[config.mk]
export PLATFORM = sky130hd
export DESIGN_NAME = dmx_engine
export DESIGN_NICKNAME = d
export VERILOG_FILES = /design/src/include/dmx_pkg.sv /design/src/dmx_sync.sv /design/src/dmx_engine.sv
export SDC_FILE = /design/constraint.sdc
export NUM_CORES = 1
export LEC_CHECK = 0
export ABC_CLOCK_PERIOD_IN_PS = 8000
export BUFFER_PORTS_ARGS = -buffer_cell sky130_fd_sc_hd__buf_4
export CAP_MARGIN = 20
export CORE_ASPECT_RATIO = 0.8
export CORE_MARGIN = 2
export CORE_UTILIZATION = 43
export DETAILED_ROUTE_END_ITERATION = 10
export HOLD_SLACK_MARGIN = 0.12
export PLACE_DENSITY_LB_ADDON = 0.25
export SYNTH_ARGS = -nofsm -noshare
export SYNTH_HDL_FRONTEND = slang
export SYNTH_SLANG_ARGS = --single-unit
[constraint.sdc]
create_clock -name hclk -period 8 [get_ports hclk]
set_input_delay 0.8 -clock hclk [delete_from_list [all_inputs] [get_ports hclk]]
set_output_delay 0.8 -clock hclk [all_outputs]
set_load 0.02 [all_outputs]
[src/include/dmx_pkg.sv]
package dmx_pkg;
  // Register byte offsets
  localparam logic [7:0] REG_CMD = 8'h00;
  localparam logic [7:0] REG_MASK = 8'h04;
  localparam logic [7:0] REG_SWREQ = 8'h08;
  localparam logic [7:0] REG_STATUS = 8'h0C;
  localparam logic [7:0] REG_TEMP = 8'h10;
  // Channel blocks at 0x40 + 0x10*ch, word index in [3:2]
  localparam logic [1:0] CH_REGION = 2'h1;
  localparam logic [1:0] SUB_ADDR = 2'h0;
  localparam logic [1:0] SUB_CNT = 2'h1;
  localparam logic [1:0] SUB_MODE = 2'h2;
  // Command register bits
  localparam int CMD_M2M = 0;
  localparam int CMD_HOLD0 = 1;
  localparam int CMD_ROT = 2;
  localparam int CMD_DIS = 3;
  localparam int CMD_GPOL = 7;
  // Mode register fields
  localparam int MD_TYPE_LSB = 0;
  localparam int MD_AUTO = 2;
  localparam int MD_DOWN = 3;
  localparam int MD_MODE_LSB = 4;
  localparam logic [1:0] XT_VERIFY = 2'h0;
  localparam logic [1:0] XT_WRITE = 2'h1;
  localparam logic [1:0] XT_READ = 2'h2;
  localparam logic [1:0] TM_DEMAND = 2'h0;
  localparam logic [1:0] TM_SINGLE = 2'h1;
  localparam logic [1:0] TM_BLOCK = 2'h2;
  localparam logic [1:0] TM_CASCADE = 2'h3;
  // Reset values
  localparam logic [7:0] CMD_RST = 8'h00;
  localparam logic [3:0] MASK_RST = 4'hF;
  localparam logic [3:0] GRANT_RST = 4'hF;
  localparam logic [5:0] MODE_RST = 6'h00;
  localparam logic [15:0] WORD_ZERO = 16'h0000;
  typedef enum logic [2:0] {
    ST_IDLE, ST_HOLD, ST_ADDR, ST_RDWR, ST_WAIT, ST_DONE, ST_CASC, ST_REL
  } dmx_state_t;
endpackage

[src/dmx_sync.sv]
`timescale 1ns/100ps
`default_nettype none
module dmx_sync #(
  parameter int W = 6
) (
  input wire logic hclk,
  input wire logic hresetn,
  input wire logic [W-1:0] d,
  output logic [W-1:0] q
);
  typedef struct packed {
    logic [W-1:0] s1;
    logic [W-1:0] s2;
    logic [W-1:0] s3;
    logic [W-1:0] q;
  } dmx_sync_t;
  dmx_sync_t r;
  dmx_sync_t n;

  // A change is taken only once the second and third stages agree
  always_comb begin
    n = r;
    n.s1 = d;
    n.s2 = r.s1;
    n.s3 = r.s2;
    for (int i = 0; i < W; i++) begin
      if (r.s2[i] == r.s3[i]) begin
        n.q[i] = r.s3[i];
      end
    end
  end

  always_ff @(posedge hclk or negedge hresetn) begin
    if (!hresetn) begin
      r <= '0;
    end else begin
      r <= n;
    end
  end

  assign q = r.q;
endmodule
`default_nettype wire

[src/dmx_engine.sv]
// Behaviour
// - Single mode: one transfer, drop hold request, rearbitrate after hold grant falls.
// - Each transfer decrements count and steps address up or down per mode bit.
// - Count rolling 0000H to FFFFH sets status bit and pulses terminal_count.
// - Terminal count without autoinit sets channel mask and stops service.
// - Block mode starts on hardware or software request, runs to terminal count.
// - Demand mode runs while request stays high, stops at terminal count.
// - Cascade: request/grant act as downstream hold; no address or strobes.
// - Channel 0 is wired internally in cascade to the byte controller.
// - Reset makes grants active low and drives them inactive.
// - Read transfer: memory address, mem_read_strobe and io_write_strobe together.
// - Write transfer: memory address, mem_write_strobe and io_read_strobe together.
// - Verify: normal sequencing, no strobes, io_channel_ready ignored.
// - Memory-to-memory on channels 0 and 1, enabled by command bit, started on 0.
// - Channel 0 reads into temp register, channel 1 writes it, ends on 1's count.
// - Optional hold of channel 0 source address during memory-to-memory.
// - Autoinit reloads current from base; transfers never touch base registers.
// - Autoinitializing channel keeps its mask bit cleared at terminal count.
// - Fixed priority: channel 0 highest, 3 lowest, no preemption of service.
// - Rotating priority: last serviced channel drops to lowest, order kept cyclic.
// - Hold request raised, arbitration open until hold grant, then frozen.
// - Hold request on unmasked hardware or software request; cycles after grant.
`timescale 1ns/100ps
`default_nettype none
module dmx_engine (
  input wire logic hclk,
  input wire logic hresetn,
  input wire logic hsel,
  input wire logic [31:0] haddr,
  input wire logic [1:0] htrans,
  input wire logic hwrite,
  input wire logic [2:0] hsize,
  input wire logic [31:0] hwdata,
  input wire logic hready,
  output logic [31:0] hrdata,
  output logic hreadyout,
  output logic hresp,
  input wire logic [3:0] channel_request_in,
  output logic [3:0] channel_grant_out,
  output logic bus_hold_request,
  input wire logic bus_hold_grant,
  output logic terminal_count,
  output logic [15:0] mem_addr_out,
  output logic mem_addr_enable,
  output logic mem_read_strobe,
  output logic mem_write_strobe,
  output logic io_read_strobe,
  output logic io_write_strobe,
  input wire logic io_channel_ready,
  input wire logic [7:0] local_data_in,
  output logic [7:0] local_data_out,
  output logic local_data_oe,
  input wire logic internal_cascade_en,
  input wire logic byte_ctrl_hold_request,
  output logic byte_ctrl_hold_grant
);
  typedef struct packed {
    dmx_pkg::dmx_state_t st;
    logic [1:0] act;
    logic [1:0] last;
    logic wr_phase;
    logic [7:0] cmd;
    logic [3:0] mask;
    logic [3:0] swreq;
    logic [3:0] tcs;
    logic [3:0][15:0] base_addr;
    logic [3:0][15:0] base_cnt;
    logic [3:0][15:0] cur_addr;
    logic [3:0][15:0] cur_cnt;
    logic [3:0][5:0] mode;
    logic [7:0] temp;
    logic hreq;
    logic tcp;
    logic mr;
    logic mw;
    logic ior;
    logic iow;
    logic [15:0] addr;
    logic aen;
    logic [7:0] dout;
    logic doe;
    logic [3:0] grant;
    logic dp_wr;
    logic [7:0] dp_addr;
    logic [31:0] rdata;
  } dmx_regs_t;

  localparam dmx_regs_t REGS_RST = '{
    st: dmx_pkg::ST_IDLE, act: 2'h0, last: 2'h3, wr_phase: 1'b0,
    cmd: dmx_pkg::CMD_RST, mask: dmx_pkg::MASK_RST, swreq: 4'h0, tcs: 4'h0,
    base_addr: '0, base_cnt: '0, cur_addr: '0, cur_cnt: '0,
    mode: '0, temp: 8'h00, hreq: 1'b0, tcp: 1'b0,
    mr: 1'b0, mw: 1'b0, ior: 1'b0, iow: 1'b0,
    addr: dmx_pkg::WORD_ZERO, aen: 1'b0, dout: 8'h00, doe: 1'b0,
    grant: dmx_pkg::GRANT_RST, dp_wr: 1'b0, dp_addr: 8'h00, rdata: 32'h0000_0000
  };

  dmx_regs_t r;
  dmx_regs_t n;
  logic [5:0] sync_q;
  logic [3:0] req_s;
  logic hlda_s;
  logic rdy_s;

  // Pins from the bus side pass the three-stage filter
  dmx_sync #(.W(6)) u_sync (
    .hclk(hclk),
    .hresetn(hresetn),
    .d({io_channel_ready, bus_hold_grant, channel_request_in}),
    .q(sync_q)
  );
  assign req_s = sync_q[3:0];
  assign hlda_s = sync_q[4];
  assign rdy_s = sync_q[5];

  always_comb begin
    logic [3:0] req_eff;
    logic [3:0] pend;
    logic [3:0] upd;
    logic [3:0] oh;
    logic [1:0] start;
    logic [1:0] idx;
    logic [1:0] win;
    logic [1:0] sel;
    logic [1:0] tmode;
    logic [1:0] xtype;
    logic found;
    logic m2m_act;
    logic ended;
    logic cascade_now;
    logic [1:0] ch;
    logic [31:0] rd_val;
    req_eff = req_s;
    pend = 4'h0;
    upd = 4'h0;
    oh = 4'h0;
    start = 2'h0;
    idx = 2'h0;
    win = 2'h0;
    sel = 2'h0;
    tmode = 2'h0;
    xtype = 2'h0;
    found = 1'b0;
    m2m_act = 1'b0;
    ended = 1'b0;
    cascade_now = 1'b0;
    ch = 2'h0;
    rd_val = 32'h0000_0000;
    n = r;
    n.tcp = 1'b0;
    n.dp_wr = 1'b0;

    // Byte controller hold request enters on channel 0 without a synchroniser
    if (internal_cascade_en) begin
      req_eff[0] = byte_ctrl_hold_request;
    end

    // Bus address phase; read data is prepared here for the data phase
    if (hsel && htrans[1] && hready) begin
      n.dp_wr = hwrite;
      n.dp_addr = haddr[7:0];
      if (!hwrite) begin
        ch = haddr[5:4];
        case (haddr[7:0])
          dmx_pkg::REG_CMD: rd_val = {24'h000000, r.cmd};
          dmx_pkg::REG_MASK: rd_val = {28'h0000000, r.mask};
          dmx_pkg::REG_SWREQ: rd_val = {28'h0000000, r.swreq};
          dmx_pkg::REG_STATUS: rd_val = {24'h000000, req_eff, r.tcs};
          dmx_pkg::REG_TEMP: rd_val = {24'h000000, r.temp};
          default: begin
            if (haddr[7:6] == dmx_pkg::CH_REGION && haddr[1:0] == 2'h0) begin
              case (haddr[3:2])
                dmx_pkg::SUB_ADDR: rd_val = {16'h0000, r.cur_addr[ch]};
                dmx_pkg::SUB_CNT: rd_val = {16'h0000, r.cur_cnt[ch]};
                dmx_pkg::SUB_MODE: rd_val = {26'h0, r.mode[ch]};
                default: rd_val = 32'h0000_0000;
              endcase
            end
          end
        endcase
        n.rdata = rd_val;
        // Status read clears the sticky bits; a set later in this cycle still wins
        if (haddr[7:0] == dmx_pkg::REG_STATUS) begin
          n.tcs = 4'h0;
        end
      end
    end

    // Bus data phase write
    if (r.dp_wr) begin
      ch = r.dp_addr[5:4];
      case (r.dp_addr)
        dmx_pkg::REG_CMD: n.cmd = hwdata[7:0];
        dmx_pkg::REG_MASK: n.mask = hwdata[3:0];
        dmx_pkg::REG_SWREQ: n.swreq = hwdata[3:0];
        default: begin
          if (r.dp_addr[7:6] == dmx_pkg::CH_REGION && r.dp_addr[1:0] == 2'h0) begin
            case (r.dp_addr[3:2])
              dmx_pkg::SUB_ADDR: begin
                n.base_addr[ch] = hwdata[15:0];
                n.cur_addr[ch] = hwdata[15:0];
              end
              dmx_pkg::SUB_CNT: begin
                n.base_cnt[ch] = hwdata[15:0];
                n.cur_cnt[ch] = hwdata[15:0];
              end
              dmx_pkg::SUB_MODE: n.mode[ch] = hwdata[5:0];
              default: n.mode[ch] = r.mode[ch];
            endcase
          end
        end
      endcase
    end

    // Pending requests: unmasked hardware or any software request
    for (int i = 0; i < 4; i++) begin
      pend[i] = ((req_eff[i] && !r.mask[i]) || r.swreq[i]) && !r.cmd[dmx_pkg::CMD_DIS];
    end
    if (r.cmd[dmx_pkg::CMD_M2M]) begin
      pend[1] = 1'b0;
    end

    // Fixed order starts at 0, rotating starts after the last serviced
    start = r.cmd[dmx_pkg::CMD_ROT] ? r.last + 2'h1 : 2'h0;
    for (int i = 0; i < 4; i++) begin
      idx = start + 2'(i);
      if (!found && pend[idx]) begin
        found = 1'b1;
        win = idx;
      end
    end

    tmode = r.mode[r.act][dmx_pkg::MD_MODE_LSB +: 2];
    xtype = r.mode[r.act][dmx_pkg::MD_TYPE_LSB +: 2];
    m2m_act = r.cmd[dmx_pkg::CMD_M2M] && r.act == 2'h0;

    case (r.st)
      dmx_pkg::ST_IDLE: begin
        if (|pend) begin
          n.hreq = 1'b1;
          n.st = dmx_pkg::ST_HOLD;
        end
      end
      dmx_pkg::ST_HOLD: begin
        // Arbitration stays open until the hold grant, then the winner is frozen
        if (!(|pend)) begin
          n.hreq = 1'b0;
          n.st = dmx_pkg::ST_IDLE;
        end else if (hlda_s) begin
          n.act = win;
          n.last = win;
          n.wr_phase = 1'b0;
          cascade_now = r.mode[win][dmx_pkg::MD_MODE_LSB +: 2] == dmx_pkg::TM_CASCADE;
          if (win == 2'h0 && internal_cascade_en) begin
            cascade_now = 1'b1;
          end
          n.st = cascade_now ? dmx_pkg::ST_CASC : dmx_pkg::ST_ADDR;
        end
      end
      dmx_pkg::ST_ADDR: n.st = dmx_pkg::ST_RDWR;
      dmx_pkg::ST_RDWR: n.st = dmx_pkg::ST_WAIT;
      dmx_pkg::ST_WAIT: begin
        if ((!m2m_act && xtype == dmx_pkg::XT_VERIFY) || rdy_s) begin
          if (m2m_act && !r.wr_phase) begin
            n.temp = local_data_in;
            n.wr_phase = 1'b1;
            n.st = dmx_pkg::ST_ADDR;
          end else begin
            n.st = dmx_pkg::ST_DONE;
          end
        end
      end
      dmx_pkg::ST_DONE: begin
        if (m2m_act) begin
          upd = 4'b0011;
        end else begin
          upd[r.act] = 1'b1;
        end
        for (int c = 0; c < 4; c++) begin
          if (upd[c]) begin
            if (!(c == 0 && m2m_act && r.cmd[dmx_pkg::CMD_HOLD0])) begin
              n.cur_addr[c] = r.mode[c][dmx_pkg::MD_DOWN] ? r.cur_addr[c] - 16'h0001
                                                           : r.cur_addr[c] + 16'h0001;
            end
            n.cur_cnt[c] = r.cur_cnt[c] - 16'h0001;
            if (r.cur_cnt[c] == 16'h0000) begin
              if (r.mode[c][dmx_pkg::MD_AUTO]) begin
                n.cur_addr[c] = r.base_addr[c];
                n.cur_cnt[c] = r.base_cnt[c];
              end
              if (!m2m_act || c == 1) begin
                ended = 1'b1;
                n.tcp = 1'b1;
                n.tcs[c] = 1'b1;
                n.swreq[r.act] = 1'b0;
                // Autoinit leaves the mask alone so service carries on
                if (!r.mode[c][dmx_pkg::MD_AUTO]) begin
                  n.mask[r.act] = 1'b1;
                end
              end
            end
          end
        end
        n.wr_phase = 1'b0;
        case (tmode)
          dmx_pkg::TM_SINGLE: n.st = dmx_pkg::ST_REL;
          dmx_pkg::TM_BLOCK: n.st = ended ? dmx_pkg::ST_REL : dmx_pkg::ST_ADDR;
          default: begin
            if (ended || !(req_eff[r.act] || r.swreq[r.act])) begin
              n.st = dmx_pkg::ST_REL;
            end else begin
              n.st = dmx_pkg::ST_ADDR;
            end
          end
        endcase
        if (n.st == dmx_pkg::ST_REL) begin
          n.hreq = 1'b0;
        end
      end
      dmx_pkg::ST_CASC: begin
        // Only the active request is watched while the downstream owns the bus
        if (!req_eff[r.act]) begin
          n.hreq = 1'b0;
          n.st = dmx_pkg::ST_REL;
        end
      end
      dmx_pkg::ST_REL: begin
        // New arbitration waits for the hold grant to fall
        if (!hlda_s) begin
          n.st = dmx_pkg::ST_IDLE;
        end
      end
      default: begin
        n.hreq = 1'b0;
        n.st = dmx_pkg::ST_IDLE;
      end
    endcase

    // Outputs registered from the next state
    sel = n.wr_phase ? 2'h1 : n.act;
    xtype = n.mode[n.act][dmx_pkg::MD_TYPE_LSB +: 2];
    m2m_act = n.cmd[dmx_pkg::CMD_M2M] && n.act == 2'h0;
    n.aen = n.st == dmx_pkg::ST_ADDR || n.st == dmx_pkg::ST_RDWR || n.st == dmx_pkg::ST_WAIT;
    n.addr = n.aen ? n.cur_addr[sel] : dmx_pkg::WORD_ZERO;
    n.mr = 1'b0;
    n.mw = 1'b0;
    n.ior = 1'b0;
    n.iow = 1'b0;
    n.doe = 1'b0;
    if (n.st == dmx_pkg::ST_RDWR || n.st == dmx_pkg::ST_WAIT) begin
      if (m2m_act) begin
        n.mr = !n.wr_phase;
        n.mw = n.wr_phase;
        n.doe = n.wr_phase;
      end else if (xtype == dmx_pkg::XT_READ) begin
        n.mr = 1'b1;
        n.iow = 1'b1;
      end else if (xtype == dmx_pkg::XT_WRITE) begin
        n.mw = 1'b1;
        n.ior = 1'b1;
      end
    end
    n.dout = n.doe ? n.temp : 8'h00;
    if (n.st == dmx_pkg::ST_ADDR || n.st == dmx_pkg::ST_RDWR || n.st == dmx_pkg::ST_WAIT ||
        n.st == dmx_pkg::ST_DONE || n.st == dmx_pkg::ST_CASC) begin
      oh[n.act] = 1'b1;
    end
    n.grant = n.cmd[dmx_pkg::CMD_GPOL] ? oh : ~oh;
  end

  always_ff @(posedge hclk or negedge hresetn) begin
    if (!hresetn) begin
      r <= REGS_RST;
    end else begin
      r <= n;
    end
  end

  // Zero-wait slave; unmapped words read zero and ignore writes
  assign hreadyout = 1'b1;
  assign hresp = 1'b0;
  assign hrdata = r.rdata;
  assign channel_grant_out = r.grant;
  assign bus_hold_request = r.hreq;
  assign terminal_count = r.tcp;
  assign mem_addr_out = r.addr;
  assign mem_addr_enable = r.aen;
  assign mem_read_strobe = r.mr;
  assign mem_write_strobe = r.mw;
  assign io_read_strobe = r.ior;
  assign io_write_strobe = r.iow;
  assign local_data_out = r.dout;
  assign local_data_oe = r.doe;
  assign byte_ctrl_hold_grant = internal_cascade_en && r.st == dmx_pkg::ST_CASC && r.act == 2'h0;
endmodule
`default_nettype wire

Word level (Yosys, flattened, before mapping)
Index checks and enable logic that the tools add are counted.
{"block": "word_totals", "regBits": 417, "input_bits": 90, "output_inout_bits": 71, "elab_cells": 394}
{"block": "op_classes", "bitwise_logic": 12, "mux": 185, "n_eq_ne": 40, "add_sub_neg": 16, "reduce_logical": 75, "order_cmp": 13}
{"cell": "$mux 16", "count": 36}
{"cell": "$mux 152", "count": 3}
{"cell": "$bwmux 64", "count": 4}
{"cell": "$mux 8", "count": 17}
{"cell": "$mux 128", "count": 1}
{"cell": "$mux 64", "count": 2}
{"cell": "$sub 16x1->16 const B", "count": 8}
{"cell": "$bmux 16 s2", "count": 3}
{"cell": "$pmux 16 s5", "count": 1}
{"cell": "$add 16x1->16 const B", "count": 4}
{"cell": "$logic_not 16->1", "count": 4}
{"cell": "$bmux 6 s2", "count": 5}
{"cell": "$mux 4", "count": 15}
{"cell": "$bwmux 24", "count": 2}
{"cell": "$pmux 16 s3", "count": 1}
{"cell": "$pmux 24 s2", "count": 1}
{"cell": "$mux 1", "count": 47}
{"cell": "$mux 41", "count": 1}
{"cell": "$demux 16 s2", "count": 1}
{"cell": "$mux 32", "count": 1}
{"cell": "$lt 2x3->1 const B", "count": 10}
{"cell": "$mux 3", "count": 10}
{"cell": "$mux 6", "count": 5}
{"cell": "$mux 9", "count": 3}
{"cell": "other kinds (41)", "count": 156}

Depth between registers and ports, before layout
Gate-level depths: netlist (run 1).
{"block": "depth", "depth_word": 36, "ltp_mapped": 14, "mapped_depth_nobuf": 12}

Cells and area by module
A second synthesis (run 1) with hierarchy kept.
{"block": "unflattened", "hier_cells": 2702, "area_unflattened_um2": 24349.6}
{"module": "dmx_engine", "seq_area_each_um2": 9446.6, "cells_per_inst": 2666, "area_each_um2": 23636.4, "instances": 1}
{"module": "dmx_sync", "seq_area_each_um2": 600.6, "cells_per_inst": 36, "area_each_um2": 713.2, "instances": 1}

Worst setup path after synthesis (run 1)
OpenSTA, ideal clock, no wires.
{"block": "synth_path", "kind": "flip-flop to flip-flop", "startpoint": "register r[388] (netlist bit)", "endpoint": "register r (netlist bit local_data_out[2])", "required_time_ns": 7.919, "stages_incl_launch_ff": 15, "arrival_ns": 3.282, "setup_time_ns": 0.081, "path_slack_ns": 4.636, "period_less_slack_ns": 3.364, "n_path_buf": 3, "path_cell_list": "dfrtp_1 -> clkbuf_1 -> clkbuf_1 -> mux4_2 -> inv_1 -> ha_1 -> o21ai_0 -> nor4_1 -> o21ai_1 -> a211oi_1 -> nor2_1 -> nor2_1 -> mux2i_2 -> buf_4 -> nor3b_2"}
{"element": "start: declaration", "line_no": "dmx_engine.sv:98", "rtl": "dmx_regs_t r;"}
{"element": "start signal: assignment", "line_no": "dmx_engine.sv:375", "rtl": "r <= n;"}

==> results of run 1 <==
==> through the flow <==
stage                     hold slack, ns  setup WS [ns]
after floorplan                    0.331           4.64
after CTS                          0.298           3.51
after detailed placement           0.336           3.19
after global placement             0.335           3.18
after global routing               0.310           3.27
final                              0.291           3.41
==> worst max-delay path, delay by kind of cell, from the launching register on <==
| kind | cells | cell delay, ns |
|---|---|---|
| flip-flops | 1 | 0.48 |
| multiplexers | 1 | 0.78 |
| adder cells (fa/ha/maj) | 1 | 0.18 |
| AO/OA/AOI/OAI | 4 | 1.22 |
| AND/OR/NAND/NOR | 5 | 1.59 |
| buffers and inverters | 1 | 0.10 |
==> sequential cells by signal, indices dropped and copies added (netlist names), 4 cells and up <==
name	flops
r	325
u_sync.r	6
u_sync.q	6
local_data_out	8
mem_addr_out	16
u_sync.n	12
channel_grant_out	4
hrdata	16
==> power by group through the flow <==
| stage | combinational, mW | clock [mW] | sequential, mW |
|---|---|---|---|
| after detailed placement | 3.22 | 0 | 2.95 |
| after global placement | 3.15 | 0 | 2.95 |
| after global routing | 3.58 | 2.30 | 2.98 |
| final | 3.29 | 2.18 | 2.95 |
| after floorplan | 2.47 | 0 | 2.68 |
| after CTS | 3.23 | 2.22 | 2.92 |
==> cell usage in the layout, fill, tap and decap left out, types with 19 or more instances in the layout <==
cell type | netlist | routed
a21o_1 | 24 | 24
nand3_1 | 64 | 63
o21ai_0 | 127 | 126
nor2b_1 | 20 | 20
a211oi_1 | 44 | 44
xor2_1 | 33 | 33
dfrtp_1 | 391 | 391
buf_4 | 64 | 139
or3_1 | 19 | 19
a21oi_1 | 141 | 141
nand2b_1 | 21 | 21
mux4_2 | 52 | 52
xnor2_1 | 62 | 62
nor4_1 | 24 | 24
a31oi_1 | 89 | 89
and3_1 | 22 | 22
nand2_1 | 644 | 644
ha_1 | 64 | 64
nor3_1 | 53 | 52
inv_1 | 45 | 45
mux2_2 | 36 | 36
nor2_1 | 213 | 213
clkbuf_16 | 0 | 46
mux2i_1 | 30 | 30
==> worst max path at each step <==
| stage | start | end | slack [ns] |
|---|---|---|---|
| 2_1_floorplan | r[388] | local_data_out[2] | 4.64 |
| 3_3_place_gp | internal_cascade_en | mem_addr_out[15] | 3.18 |
| 3_5_place_dp | internal_cascade_en | mem_addr_out[15] | 3.19 |
| 4_1_cts | r[141] | mem_addr_out[12] | 3.51 |
| 5_1_grt | r[379] | mem_addr_out[15] | 3.27 |
| 6_report | r[141] | mem_addr_out[14] | 3.41 |
==> logic make-up after synthesis <==
kind of cell	synth area share, %
mux	8.18
other cells	0.0316
xor+xnor	3.50
flops	42.2
fa+ha+maj	3.95
simple gates	21.4
compound gates	15.4
buf+inv	5.33
==> metal layers <==
layer	share of wire [%]	vias to the layer above	GRT usage [%]
met5	0	-	0
li1	-	9403	-
met3	10	139	5.49
met2	42	1060	39.4
met1	44	10300	41.2
met4	3.7	0	10.0
==> area by class of cell <==
cell class,count,area (um^2)
Clock buffer,67,1360
Clock inverter,13,176
Fill cell,5173,28600
Inverter,49,184
Multi-Input combinational cell,2044,12600
Sequential cell,401,10000
Tap cell,750,938
Timing Repair Buffer,142,1110
==> reports/results.ini, run 1 <==
[setup_path]
required_ns = 8.38
worstReg2RegStart = r[141]
cp_cell_sequence = inv_1 > ha_1 > nor4b_1 > nand4_1 > o32ai_2 > nor4_1 > o21ai_1 > a211oi_1 > nor2_1 > nor2_1 > mux2i_4 > a31oi_1
cpMostUsedCell = nor2_1
r2r_setup_slack_ns = 3.41
worstPathMaxFanout = 17
r2r-end = mem_addr_out[14]
critPathKind = register to register
critPathMaxStageDelay_ns = 0.78
reg2reg_depth = 12
crit_path_top_delay_cell = mux2i_4
worstSetupStartpointType = register
worstSetupEndpointType = register
critPathArrivalTime_ns = 4.98

[routing]
wl_per_cell_um = 22.7
drt_first_pass_iters = 6
vias = 20900
drc = 0
drtAntennaViolNets = 0
routed_wl_um = 78700
drtIter0Drc = 2541
drt-vias-per-instance = 6.04

[floorplan]
io_pins = 161
start_util_pct = 43.3
dieArea_um2 = 57300
fp.dieH_um = 214
fp.dieW_um = 267
core_area_um2 = 55000
rows = 77

[logic_synthesis]
synthTopCellsByArea = dfrtp_1 (41%), nand2_1 (10%), mux4_2 (4.9%), ha_1 (3.4%), nor2_1 (3.4%)
synthDistinctLibCells = 93
ys_async_sr_fraction_pct = 100
yosysTopAreaCell = dfrtp_1
netlist_area_um2 = 23800
seq_area_frac_synth_pct = 42.2
avgSynthCellArea_um2 = 8.83
ys_ff_latch = 401
synth_cells = 2695
synth_most_common_cell = nand2_1
ys.warnings.count = 0
synthTopCellsByCount = nand2_1 (644), dfrtp_1 (391), nor2_1 (213), a21oi_1 (141), o21ai_0 (127)
synth_flop_cell = dfrtp_1
synth_top_area_share_pct = 41.1
synth_edf_count = 0

[sta]
finalCriticalPeriod_ns = 4.59
grt_setup_unrepaired = no
worst_pin_slew_ns = 0.993
setup_viol = 0
finalSetupTns_ns = 0
fmax_mhz = 218
fin_crit_sh_pct = 57.4
hold_viol = 0
slew_headroom_pct = 32.4
slew_violations = 0
finClkSkew_ns = 0.0205

[clocking]
clk_latency_ns = 0.59
cts.path.max_buffers = 3
cts_hold_buf = 0
cts_tree = yes
root_buffer = clkbuf_16
clk_pin_slew_worst_paths_ns = 0.06
cts_buffers = 44
cts_setup_buffers = 0
ctsResizeCount = 0
cts-htree-levels = 2
cts_sinks = 401

[hold_path]
hold_path.class = input pin to async pin

[power]
power.leakage_nw = 11.3
swShare_pct = 40.4
p_clk_share_pct = 25.9
peakVddDrop_v = 0.000187
total_power_mw = 8.42
sequentialPowerShare_pct = 35.1
p_int_mw = 5.02
combPwrFrac_pct = 39.0
power_density_nw_per_um2 = 319
p_switching_mw = 3.40

[global_routing]
overflow = 0
antenna_found_initial = 1
grt_pass1_wl_um = 121000
grt_max_degree = 110
first_global_vias = 19900
grt_use_total_pct = 27.6

[layout]
drive_gt1_share_pct = 13.1
final_util_pct = 48.0
area_delta_synth_final_pct = 10.9
design_area_um2 = 26400
num_antenna_cells = 0
fin_nets = 2840
fin_cells = 3466

[outcome]
status = finished clean

[placement]
placed_area_um2 = 24800
dp_hpwl_um = 54600
place.port_buffers = 98
place_congestion = 0.936
place_inst = 3384

[flow_run]
maxCapViolCount = 0

Note: power is estimated with default switching activity, not from simulation.
==> run 2: changes to the inputs <==
--- a/config.mk
+++ b/config.mk
@@ -5,7 +5,7 @@
 export SDC_FILE = /design/constraint.sdc
 export NUM_CORES = 1
 export LEC_CHECK = 0
-export ABC_CLOCK_PERIOD_IN_PS = 8000
+export ABC_CLOCK_PERIOD_IN_PS = 4600
 export BUFFER_PORTS_ARGS = -buffer_cell sky130_fd_sc_hd__buf_4
 export CAP_MARGIN = 20
 export CORE_ASPECT_RATIO = 0.8
==> constraint.sdc (replaced) <==
create_clock -name hclk -period 4.6 [get_ports hclk]
set_input_delay 0.46 -clock hclk [delete_from_list [all_inputs] [get_ports hclk]]
set_output_delay 0.46 -clock hclk [all_outputs]
set_load 0.02 [all_outputs]
==> reports/results.ini, run 2 (synthesis results as in run 1) <==
[layout]
fin_cells = 3506
area_delta_synth_final_pct = 12.2
drive_gt1_share_pct = 13.6
largest_register_ffs = 325
regMostFlops = r
design_area_um2 = 26700
fin_nets = 2879
final_cell_mix = nand2_1 (644), dfrtp_1 (391), nor2_1 (213)
mostFrequentLayoutCell = nand2_1

[global_routing]
met3_usage_pct = 5.93
grt_max_degree = 100
overflow = 0
grt_pass1_wl_um = 122000
grt_use_total_pct = 27.9
use_met2_pct = 39.9
antenna_found_initial = 3
grt_use_met1_pct = 41.6
first_global_vias = 19700
grt_busiest_layer = met1

[power]
power.leakage_nw = 11.4
sequentialPowerShare_pct = 35.0
combPwrFrac_pct = 39.6
swShare_pct = 40.6
power_density_nw_per_um2 = 549
total_power_mw = 14.7
p_clk_share_pct = 25.4
p_int_mw = 8.72
peakVddDrop_v = 0.000338
p_switching_mw = 5.95

[sta]
slew_headroom_pct = 26.6
grt_setup_unrepaired = no
setup_viol = 0
slew_violations = 0
setup_slack_ns = 0.667
finClkSkew_ns = 0.0237
fin_crit_sh_pct = 85.5
fmax_mhz = 254
worst_pin_slew_ns = 1.09
finalSetupTns_ns = 0
finalCriticalPeriod_ns = 3.93
hold_viol = 0

[setup_path]
required_ns = 5.00
critPathArrivalTime_ns = 4.33
worstPathMaxFanout = 17
worstSetupStartpointType = register
r2r_setup_slack_ns = 0.67
critPathKind = register to register
worstSetupEndpointType = register

[flow_run]
maxCapViolCount = 0

[routing]
drc = 0
routed_wl_um = 80100
drtIter0Drc = 2648
drt-vias-per-instance = 6.01
vias = 21100
drt_first_pass_iters = 6
drtAntennaViolNets = 0
wl_per_cell_um = 22.8

[placement]
place_congestion = 0.972
placed_area_um2 = 25000
dp_hpwl_um = 56200
place_ws_ns = 0.795
place.port_buffers = 98
place_inst = 3404

[clocking]
clk_pin_slew_worst_paths_ns = 0.07
cts.path.max_buffers = 3
cts_sinks = 401
clk_latency_ns = 0.59
cts_buffers = 44
root_buffer = clkbuf_16
cts_tree = yes
cts-htree-levels = 2

[floorplan]
io_pins = 161
rows = 77
fp.dieW_um = 267
core_area_um2 = 55000
fp.dieH_um = 214
start_util_pct = 43.3
dieArea_um2 = 57300

[hold_path]
hold_path.class = input pin to register

[outcome]
status = finished clean

run 2: cell types whose count changed in the layout (fill, tap and decap cells not counted):
cell / before / now
clkinv_2: 8 / 11
clkbuf_8: 13 / 7
dlygate4sd3_1: 0 / 20
clkinvlp_4: 0 / 2
clkbuf_16: 46 / 44
clkinv_8: 1 / 3
diode_2: 0 / 1
bufinv_16: 4 / 5
buf_12: 0 / 3
buf_4: 139 / 155
buf_2: 0 / 1
buf_16: 2 / 1
run 2: path summary, 6_finish.rpt:
check,startpoint,to,cells past startpoint
max in group asynchronous,hresetn,r[207],3
setup / recovery,r[157],mem_addr_out[1],13
min in group asynchronous,hresetn,u_sync.n[10],2
hold reg to reg,u_sync.n[12],u_sync.n[6],0
setup reg to reg,r[157],mem_addr_out[1],13
hold / removal,hwdata[12],r[297],3
run 2: routing by layer:
| metal | part of all wire, % | up-vias |
|---|---|---|
| met2 | 42 | 1146 |
| met3 | 11 | 156 |
| met5 | 0.016 | - |
| met4 | 3.4 | 2 |
| li1 | - | 9488 |
| met1 | 44 | 10300 |
run 2: power groups by stage:
stage	Combinational, mW	Sequential, mW	Clock, mW
after CTS	5.70	5.09	3.77
after global routing	6.31	5.19	3.94
after global placement	5.52	5.12	0
final	5.81	5.14	3.72
after floorplan	4.29	4.66	0
after detailed placement	5.65	5.14	0
run 2: worst max-delay path, stage by stage (launching register included):
cell      delay (ns)
dfrtp_1         0.44
inv_1           0.08
ha_1            0.18
or3b_1          0.41
or3_1           0.56
o32ai_2         0.58
nor4_1          0.10
o21ai_1         0.32
a211oi_1        0.17
nor2_1          0.18
nor2_1          0.10
mux2i_4         0.14
buf_4           0.34
a211oi_1        0.11
run 2: timing repair:
item,CTS,global route
setup buffers,0,0
hold buffers,20,0
resized for setup,0,0
hold endpoints to repair,98,0
run 2: layout make-up:
| cell class | instances | area, um^2 |
|---|---|---|
| inverters | 49 | 184 |
| diodes | 1 | 2.50 |
| repair buffers | 181 | 1470 |
| multi-input cells | 2044 | 12600 |
| flip-flops and latches | 401 | 10000 |
| well taps | 750 | 938 |
| clock inverters | 21 | 269 |
| clock buffers | 59 | 1230 |
| fillers | 5051 | 28300 |
run 2: metrics by stage:
| step | util (%) | hold slack, ns |
|---|---|---|
| 2_1_floorplan | - | 0.164 |
| 4_1_cts | 48.5 | 0.219 |
| 5_1_grt | 48.6 | 0.235 |
| 3_5_place_dp | 45.4 | 0.335 |
| 3_3_place_gp | 45.4 | 0.334 |
| 6_report | 48.6 | 0.238 |
